<file path="src/core/fpg_pkg.sv">
// Package: register map, field layout and types of the four pin port
`default_nettype none
package fpg_pkg;
	localparam int ADDR_W = 8;
	localparam int DATA_W = 16;
	localparam int PINS = 4;
	localparam logic [7:0] PIN_CTRL_ADDR = 8'h3C;
	localparam int TIMER_OUT_ENABLE_EN_BIT = 15;
	localparam int DIR_LSB = 8;
	localparam int VAL_LSB = 0;
	localparam int TIMER_PIN = 3;
	localparam int BRANCH_PIN = 2;
	localparam logic [15:0] PIN_CTRL_RESET = 16'h0000;
	localparam logic [15:0] PIN_CTRL_WMASK = 16'h8F0F;
	localparam int TIMER_W = 16;
	localparam int PRESCALE_W = 4;
	localparam logic [15:0] TIMER_PERIOD_RESET = 16'hFFFF;
	localparam logic [3:0] PRESCALE_RESET = 4'hF;

	typedef struct packed {
		logic timer_out_enable_en;
		logic [PINS-1:0] dir;
		logic [PINS-1:0] val;
	} fpg_ctrl_t;

	typedef struct packed {
		logic [PINS-1:0] o;
		logic [PINS-1:0] oe_n;
	} fpg_pad_t;
endpackage : fpg_pkg
`default_nettype wire

</file>
<file path="src/core/fpg_timer.sv">
// Down-counting timer with prescaler that feeds the pin mux
`default_nettype none
module fpg_timer #(
	parameter int CNT_W = fpg_pkg::TIMER_W,
	parameter int PRE_W = fpg_pkg::PRESCALE_W
) (
	input wire logic sys_clk,
	input wire logic rst_n,
	input wire logic run,
	input wire logic [CNT_W-1:0] period,
	input wire logic [PRE_W-1:0] prescale,
	output logic tick,
	output logic pulse_q
);
	logic [CNT_W-1:0] cnt_q;
	logic [PRE_W-1:0] pre_q;
	wire pre_zero = (pre_q == '0);
	wire cnt_zero = (cnt_q == '0);

	if (CNT_W < 1 || PRE_W < 1) begin : g_bad_width
		$error("fpg_timer: widths must be positive");
	end

	always_ff @(posedge sys_clk) begin
		// Nonzero reload at reset keeps the interrupt low
		if (!rst_n) begin
			cnt_q <= CNT_W'(fpg_pkg::TIMER_PERIOD_RESET);
			pre_q <= PRE_W'(fpg_pkg::PRESCALE_RESET);
			pulse_q <= 1'b0;
		end else if (!run) begin
			cnt_q <= period;
			pre_q <= prescale;
			pulse_q <= 1'b0;
		end else begin
			pulse_q <= pre_zero && cnt_zero;
			if (pre_zero) begin
				pre_q <= prescale;
				cnt_q <= cnt_zero ? period : cnt_q - 1'b1;
			end else begin
				pre_q <= pre_q - 1'b1;
			end
		end
	end

	assign tick = run && pre_zero && cnt_zero;
endmodule : fpg_timer
`default_nettype wire

</file>
<file path="src/core/fpg_port.sv">
// Four pin general-purpose port with timer override on pin 3
`default_nettype none
// Notes on behaviour
// - One control register at 0x3C, four pins
// - Timer enable drives pin 3, readable
// - Enable clear: pin 3 ordinary
// - Bits 14-12 and 7-4 reserved
// - Direction bit: 0 input, 1 output
// - Value bits drive outputs, read inputs
// - Pin 2 input feeds branch condition
// - Timer on pin 3 only host mode
// - Timer: 16-bit down-counter, 4-bit prescaler
module fpg_port #(
	parameter int PINS = fpg_pkg::PINS
) (
	input wire logic sys_clk,
	input wire logic rst_n,
	input wire logic [fpg_pkg::ADDR_W-1:0] mem_addr,
	input wire logic mem_wr,
	input wire logic mem_rd,
	input wire logic [fpg_pkg::DATA_W-1:0] mem_wdata,
	output logic [fpg_pkg::DATA_W-1:0] mem_rdata,
	input wire logic [PINS-1:0] gp_pin_n_i,
	output logic [PINS-1:0] gp_pin_n_o,
	output logic [PINS-1:0] gp_pin_n_oe_n,
	input wire logic external_interface_select,
	input wire logic timer_run,
	input wire logic [fpg_pkg::TIMER_W-1:0] timer_period,
	input wire logic [fpg_pkg::PRESCALE_W-1:0] timer_prescale,
	output logic timer_irq,
	output logic branch_input_condition
);
	// ----------------------------------------
	// Elaboration checks
	// ----------------------------------------
	if (PINS != fpg_pkg::PINS) begin : g_bad_pins
		$error("fpg_port: pin count is fixed at four");
	end
	if (fpg_pkg::TIMER_PIN >= PINS) begin : g_bad_timer_pin
		$error("fpg_port: timer pin lies outside the port");
	end
	if (fpg_pkg::BRANCH_PIN >= PINS) begin : g_bad_branch_pin
		$error("fpg_port: branch pin lies outside the port");
	end
	if (fpg_pkg::VAL_LSB + PINS > fpg_pkg::DIR_LSB) begin : g_bad_val_field
		$error("fpg_port: value field overlaps direction field");
	end
	if (fpg_pkg::DIR_LSB + PINS > fpg_pkg::TIMER_OUT_ENABLE_EN_BIT) begin : g_bad_dir_field
		$error("fpg_port: direction field overlaps timer enable");
	end
	if (fpg_pkg::TIMER_OUT_ENABLE_EN_BIT >= fpg_pkg::DATA_W) begin : g_bad_enable_bit
		$error("fpg_port: timer enable outside the data word");
	end

	// ----------------------------------------
	// Decoding functions
	// ----------------------------------------
	// Register select, shared by write and read
	function automatic logic is_ctrl_addr(input logic [fpg_pkg::ADDR_W-1:0] addr);
		return addr == fpg_pkg::PIN_CTRL_ADDR;
	endfunction : is_ctrl_addr

	function automatic fpg_pkg::fpg_ctrl_t unpack_ctrl(
		input logic [fpg_pkg::DATA_W-1:0] word
	);
		fpg_pkg::fpg_ctrl_t c;
		logic [fpg_pkg::DATA_W-1:0] kept;
		kept = word & fpg_pkg::PIN_CTRL_WMASK;
		c.timer_out_enable_en = kept[fpg_pkg::TIMER_OUT_ENABLE_EN_BIT];
		c.dir = kept[fpg_pkg::DIR_LSB +: PINS];
		c.val = kept[fpg_pkg::VAL_LSB +: PINS];
		return c;
	endfunction : unpack_ctrl

	function automatic logic [fpg_pkg::DATA_W-1:0] pack_read(
		input fpg_pkg::fpg_ctrl_t c,
		input logic [PINS-1:0] levels
	);
		logic [fpg_pkg::DATA_W-1:0] w;
		w = '0;
		w[fpg_pkg::TIMER_OUT_ENABLE_EN_BIT] = c.timer_out_enable_en;
		w[fpg_pkg::DIR_LSB +: PINS] = c.dir;
		w[fpg_pkg::VAL_LSB +: PINS] = levels;
		return w;
	endfunction : pack_read

	// ----------------------------------------
	// Pin and mode synchronisers
	// ----------------------------------------
	logic [PINS-1:0] pin_s1_q;
	logic [PINS-1:0] pin_s2_q;
	logic xsel_s1_q;
	logic xsel_s2_q;

	always_ff @(posedge sys_clk) begin
		if (!rst_n) begin
			pin_s1_q <= '0;
			pin_s2_q <= '0;
			xsel_s1_q <= 1'b1;
			xsel_s2_q <= 1'b1;
		end else begin
			pin_s1_q <= gp_pin_n_i;
			pin_s2_q <= pin_s1_q;
			xsel_s1_q <= external_interface_select;
			xsel_s2_q <= xsel_s1_q;
		end
	end

	// ----------------------------------------
	// Timer
	// ----------------------------------------
	logic timer_level;

	fpg_timer #(
		.CNT_W(fpg_pkg::TIMER_W),
		.PRE_W(fpg_pkg::PRESCALE_W)
	) u_timer (
		.sys_clk(sys_clk),
		.rst_n(rst_n),
		.run(timer_run),
		.period(timer_period),
		.prescale(timer_prescale),
		.tick(timer_irq),
		.pulse_q(timer_level)
	);

	// ----------------------------------------
	// Control register
	// ----------------------------------------
	fpg_pkg::fpg_ctrl_t ctrl_q;
	fpg_pkg::fpg_ctrl_t ctrl_d;

	wire hit = is_ctrl_addr(mem_addr);
	wire wr_en = hit && mem_wr;
	wire rd_en = hit && mem_rd;

	assign ctrl_d = unpack_ctrl(mem_wdata);

	always_ff @(posedge sys_clk) begin
		if (!rst_n) begin
			ctrl_q <= '0;
		end else if (wr_en) begin
			ctrl_q <= ctrl_d;
		end
	end

	// ----------------------------------------
	// Pin mux
	// ----------------------------------------
	// host mode gate
	wire timer_on_pin = ctrl_q.timer_out_enable_en && !xsel_s2_q;
	logic [PINS-1:0] drive;
	logic [PINS-1:0] level;
	logic [PINS-1:0] seen;

	genvar g;
	generate
		for (g = 0; g < PINS; g++) begin : g_pin
			if (g == fpg_pkg::TIMER_PIN) begin : g_tmr
				assign drive[g] = timer_on_pin || (!ctrl_q.timer_out_enable_en && ctrl_q.dir[g]);
				assign level[g] = timer_on_pin ? timer_level : ctrl_q.val[g];
				assign seen[g] = ctrl_q.timer_out_enable_en ? timer_level
					: (ctrl_q.dir[g] ? ctrl_q.val[g] : pin_s2_q[g]);
			end else begin : g_gp
				assign drive[g] = ctrl_q.dir[g];
				assign level[g] = ctrl_q.val[g];
				assign seen[g] = ctrl_q.dir[g] ? ctrl_q.val[g] : pin_s2_q[g];
			end
		end
	endgenerate

	fpg_pkg::fpg_pad_t pad_q;

	always_ff @(posedge sys_clk) begin
		if (!rst_n) begin
			pad_q.o <= '0;
			pad_q.oe_n <= '1;
		end else begin
			pad_q.o <= level;
			pad_q.oe_n <= ~drive;
		end
	end

	assign gp_pin_n_o = pad_q.o;
	assign gp_pin_n_oe_n = pad_q.oe_n;

	logic branch_q;
	always_ff @(posedge sys_clk) begin
		if (!rst_n) begin
			branch_q <= 1'b0;
		end else begin
			branch_q <= ctrl_q.dir[fpg_pkg::BRANCH_PIN] ? 1'b0 : pin_s2_q[fpg_pkg::BRANCH_PIN];
		end
	end
	assign branch_input_condition = branch_q;

	// ----------------------------------------
	// Read path
	// ----------------------------------------
	logic [fpg_pkg::DATA_W-1:0] rd_word;
	logic [fpg_pkg::DATA_W-1:0] rdata_q;

	assign rd_word = pack_read(ctrl_q, seen);

	always_ff @(posedge sys_clk) begin
		if (!rst_n) begin
			rdata_q <= '0;
		end else if (rd_en) begin
			rdata_q <= rd_word;
		end else begin
			rdata_q <= '0;
		end
	end
	assign mem_rdata = rdata_q;
endmodule : fpg_port
`default_nettype wire

</file>
<file path="config.mk">
export PLATFORM = sky130hd
export DESIGN_NAME = fpg_port
export DESIGN_NICKNAME = d
export VERILOG_FILES = /design/src/core/fpg_pkg.sv /design/src/core/fpg_timer.sv /design/src/core/fpg_port.sv
export SDC_FILE = /design/constraint.sdc
export NUM_CORES = 1
export LEC_CHECK = 0
export BUFFER_PORTS_ARGS = -buffer_cell sky130_fd_sc_hd__buf_2
export CORE_ASPECT_RATIO = 0.8
export CORE_UTILIZATION = 55
export CTS_CLUSTER_DIAMETER = 50
export DETAILED_ROUTE_END_ITERATION = 12
export HOLD_SLACK_MARGIN = 0.12
export PLACE_DENSITY = 0.85
export SLEW_MARGIN = 0
export SYNTH_ARGS = -nofsm -noshare
export SYNTH_HDL_FRONTEND = slang
export SYNTH_HIERARCHICAL = 1
export SYNTH_SLANG_ARGS = --single-unit
export TNS_END_PERCENT = 30
</file>
<file path="constraint.sdc">
create_clock -name sys_clk -period 3.82 [get_ports sys_clk]
set_input_delay 0.382 -clock sys_clk [delete_from_list [all_inputs] [get_ports sys_clk]]
set_output_delay 0.382 -clock sys_clk [all_outputs]
set_load 0.05 [all_outputs]
</file>
==> results.md <==
- Largest family of logic cells by synthesized area: simple AND/OR/NAND/NOR gates
- Pre-CTS setup slack: 1.58 ns
- Yosys reg bits: 58
- Core area: 4570 um2
- PostCTS Resize Cnt: 0
- Number of clock sinks: 58
- Seq/Total Area, Yosys: 44.5%
- Clk_lat worst skew: 0.34 ns
- Compound-gate portion of the synthesized area: 14.5%
- Total power: 1.31 mW
- Post-synthesis cell type count: 57
- CP top delay family: simple AND/OR/NAND/NOR gates
- Max-slew violation count: 0
- Crit-path max FO: 8
- Io pins: 80
- Vias in the first global route: 2025
- Crit-path cells: inv_1 -> ha_1 -> nor3b_2 -> nand4_2 -> nor3_1 -> buf_2
- Post-synthesis async set-or-reset flop share: 0%
- Maxcap violations: 0
- Top cell type's share of synthesized area: 44.5%
- Mean Syn Cell Area: 9.46 um2
- Pwr Density: 423 nW/um2
- Critical path depth in cells: 6
- FF-to-FF End: u_timer/cnt_q[7]
- Vias per cell: 5.58
- Hold Violations, Final: 0
- Least-Margin Pin Slew: 0.942 ns
- CTS max path bufs: 2
- DRC: 0
- Unrepaired setup endpoints after global routing: false
- Crit path time final: 2.51 ns
- Worst hold path startpoint: external_interface_select
- First-pass GRT wire length: 9470 um
- Largest cells by area after synthesis: dfxtp_1, mux2i_1, nand2_1
- TritonCTS clock tree: yes
- Synth warn: 6
- Final net count: 395
- Drt pass-1 iters: 5
- Post-CTS Setup Bufs: 0
- Post-Synthesis Cells: 276
- Die height: 63.6 um
- Leak: 1.36 nW
- Post-synth top cells: dfxtp_1, nand2_1, mux2i_1
- GP Congestion: 0.886
- Cell area after synthesis: 2610 um2
- R2R Setup Slk: 1.50 ns
- Status: completed
- Fin Setup TNS: 0 ns
- Post-synth top area cell: dfxtp_1
- Total grt overflow: 0
- H-tree depth: 3
- Initial core utilization: 57.1%
- Worst reg2reg startpoint: u_timer/pre_q[0]
- Critical Path End Type: output pin
- Req. time, crit path: 3.44 ns
- CTS Hold Buffers Added: 0
- Synth Area in Adders: 1.44%
- Clk_skew: 0.00762 ns
- Initial drt markers: 226
- IO buf count: 65
- DIE WIDTH: 79.0 um
- Crit path kind: flip-flop to output pin
- Post-synthesis mux area share: 5.80%
- Main synth FF type: dfxtp_1
- Initial antenna violation count: 0
- Setup crit end: timer_irq
- CP max stage delay: 0.36 ns
- Setup violations, final: 0
- Post-DP HPWL: 3950 um
- Worst slew margin: 37.0%
- Arr. time, crit path: 2.13 ns
- Post-synth EDFFs: 0
- Worst Hold Depth: 2
- XOR/XNOR Fraction of Synth Area: 0.671%
- Final worst slack: 1.31 ns
- Tcrit/Tclk final: 65.8%
- Ant. Diodes: 0
- Via count: 2237
- Avg WL per Cell: 14.2 um
- Tightest Hold Check Type: input pin to flip-flop
- Largest net degree at the start of global routing: 53
- Final hold slack: 0.222 ns
- FF-to-FF path depth: 6
- Peak Freq: 398 MHz
- CTS clk-pin slew, worst paths: 0.06 ns
- Die ar.: 5030 um2
- Startpoint Class: flip-flop
- Row count: 22
- Count leader, synth: dfxtp_1
- Slowest cell on the critical path: dfxtp_1
- Final WL: 5680 um
- GRT Resource Usage Total: 24.8%
- Critical path launch point: u_timer/cnt_q[0]
- CTS Buf Count: 9
- Post-Synth Simple-Gate Area: 26.5%
- Root Buffer: clkbuf_8
- Synth-to-Final Area Change: 18.7%
- Share of cells above drive strength 1: 27.3%
- Utilization after layout: 67.8%
- Sum of buffers and inverters on the critical path: 2
- Number of routed nets with antenna violations: 0
- Maximum VDD drop: 0.000301 V
==> worst min path at each step <==
stage / end / slack, ns
2_1_floorplan: xsel_s2_q / 0.39
3_3_place_gp: xsel_s2_q / 0.39
3_5_place_dp: xsel_s2_q / 0.40
4_1_cts: xsel_s1_q / 0.21
5_1_grt: xsel_s1_q / 0.24
6_report: xsel_s1_q / 0.22
==> layout by cell type (no fill, tap or decap), types with 7 or more instances in the layout <==
cell	n
buf_2	65
dfxtp_1	58
nand2_1	35
mux2i_1	14
and2_1	13
nor2_1	12
nor3_1	12
clkbuf_8	11
inv_1	10
nand4_1	9
conb_1	7
o21ai_1	7
==> worst register-to-register path, stage by stage, from the launching register on <==
cell     delay [ns]
dfxtp_1        0.33
inv_1          0.06
ha_1           0.19
or3b_1         0.57
nand2_1        0.57
o21ai_1        0.16
a221o_1        0.33
==> area by class of cell <==
type | count | area, um2
flip-flops and latches | 58 | 1160
clock buffers | 11 | 151
repair buffers | 65 | 325
multi-input cells | 193 | 1300
clock inverters | 3 | 40.0
well taps | 60 | 75.1
fillers | 395 | 1470
inverters | 11 | 41.3
==> stage by stage <==
step	area [um2]	std cells
global placement	2910	387
global route	3100	401
finish	3100	401
CTS	3100	401
detailed placement	2910	387
floorplan	2630	282
==> cells by family after synthesis <==
group / count (synthesis)
compound gates: 49
xor+xnor: 2
fa+ha+maj: 3
buf+inv: 31
flops: 58
mux: 15
other cells: 1
simple gates: 117
==> report_power, final <==
group | internal, mW | total, mW | switching (mW)
clock | 0.327 | 0.553 | 0.226
combinational | 0.0443 | 0.109 | 0.0643
sequential | 0.624 | 0.649 | 0.0243
==> state kept, by name, indices dropped and copies added (netlist names) <==
name,count
xsel_s2_q,1
u_timer/pre_q,4
pin_s2_q,4
xsel_s1_q,1
gp_pin_n_o,4
u_timer/pulse_q,1
branch_input_condition,1
u_timer/cnt_q,16
ctrl_q,9
pin_s1_q,4
mem_rdata,9
gp_pin_n_oe_n,4
==> metal layers <==
| metal | track usage, % | routed length, um | vias to the layer above |
|---|---|---|---|
| met1 | 33.1 | 2640 | 1024 |
| met5 | 0 | 0 | - |
| met4 | 7.95 | 89 | 0 |
| met3 | 8.41 | 374 | 11 |
| li1 | - | - | 1114 |
| met2 | 37.5 | 2580 | 88 |
Note: power is estimated with default switching activity, not from simulation.
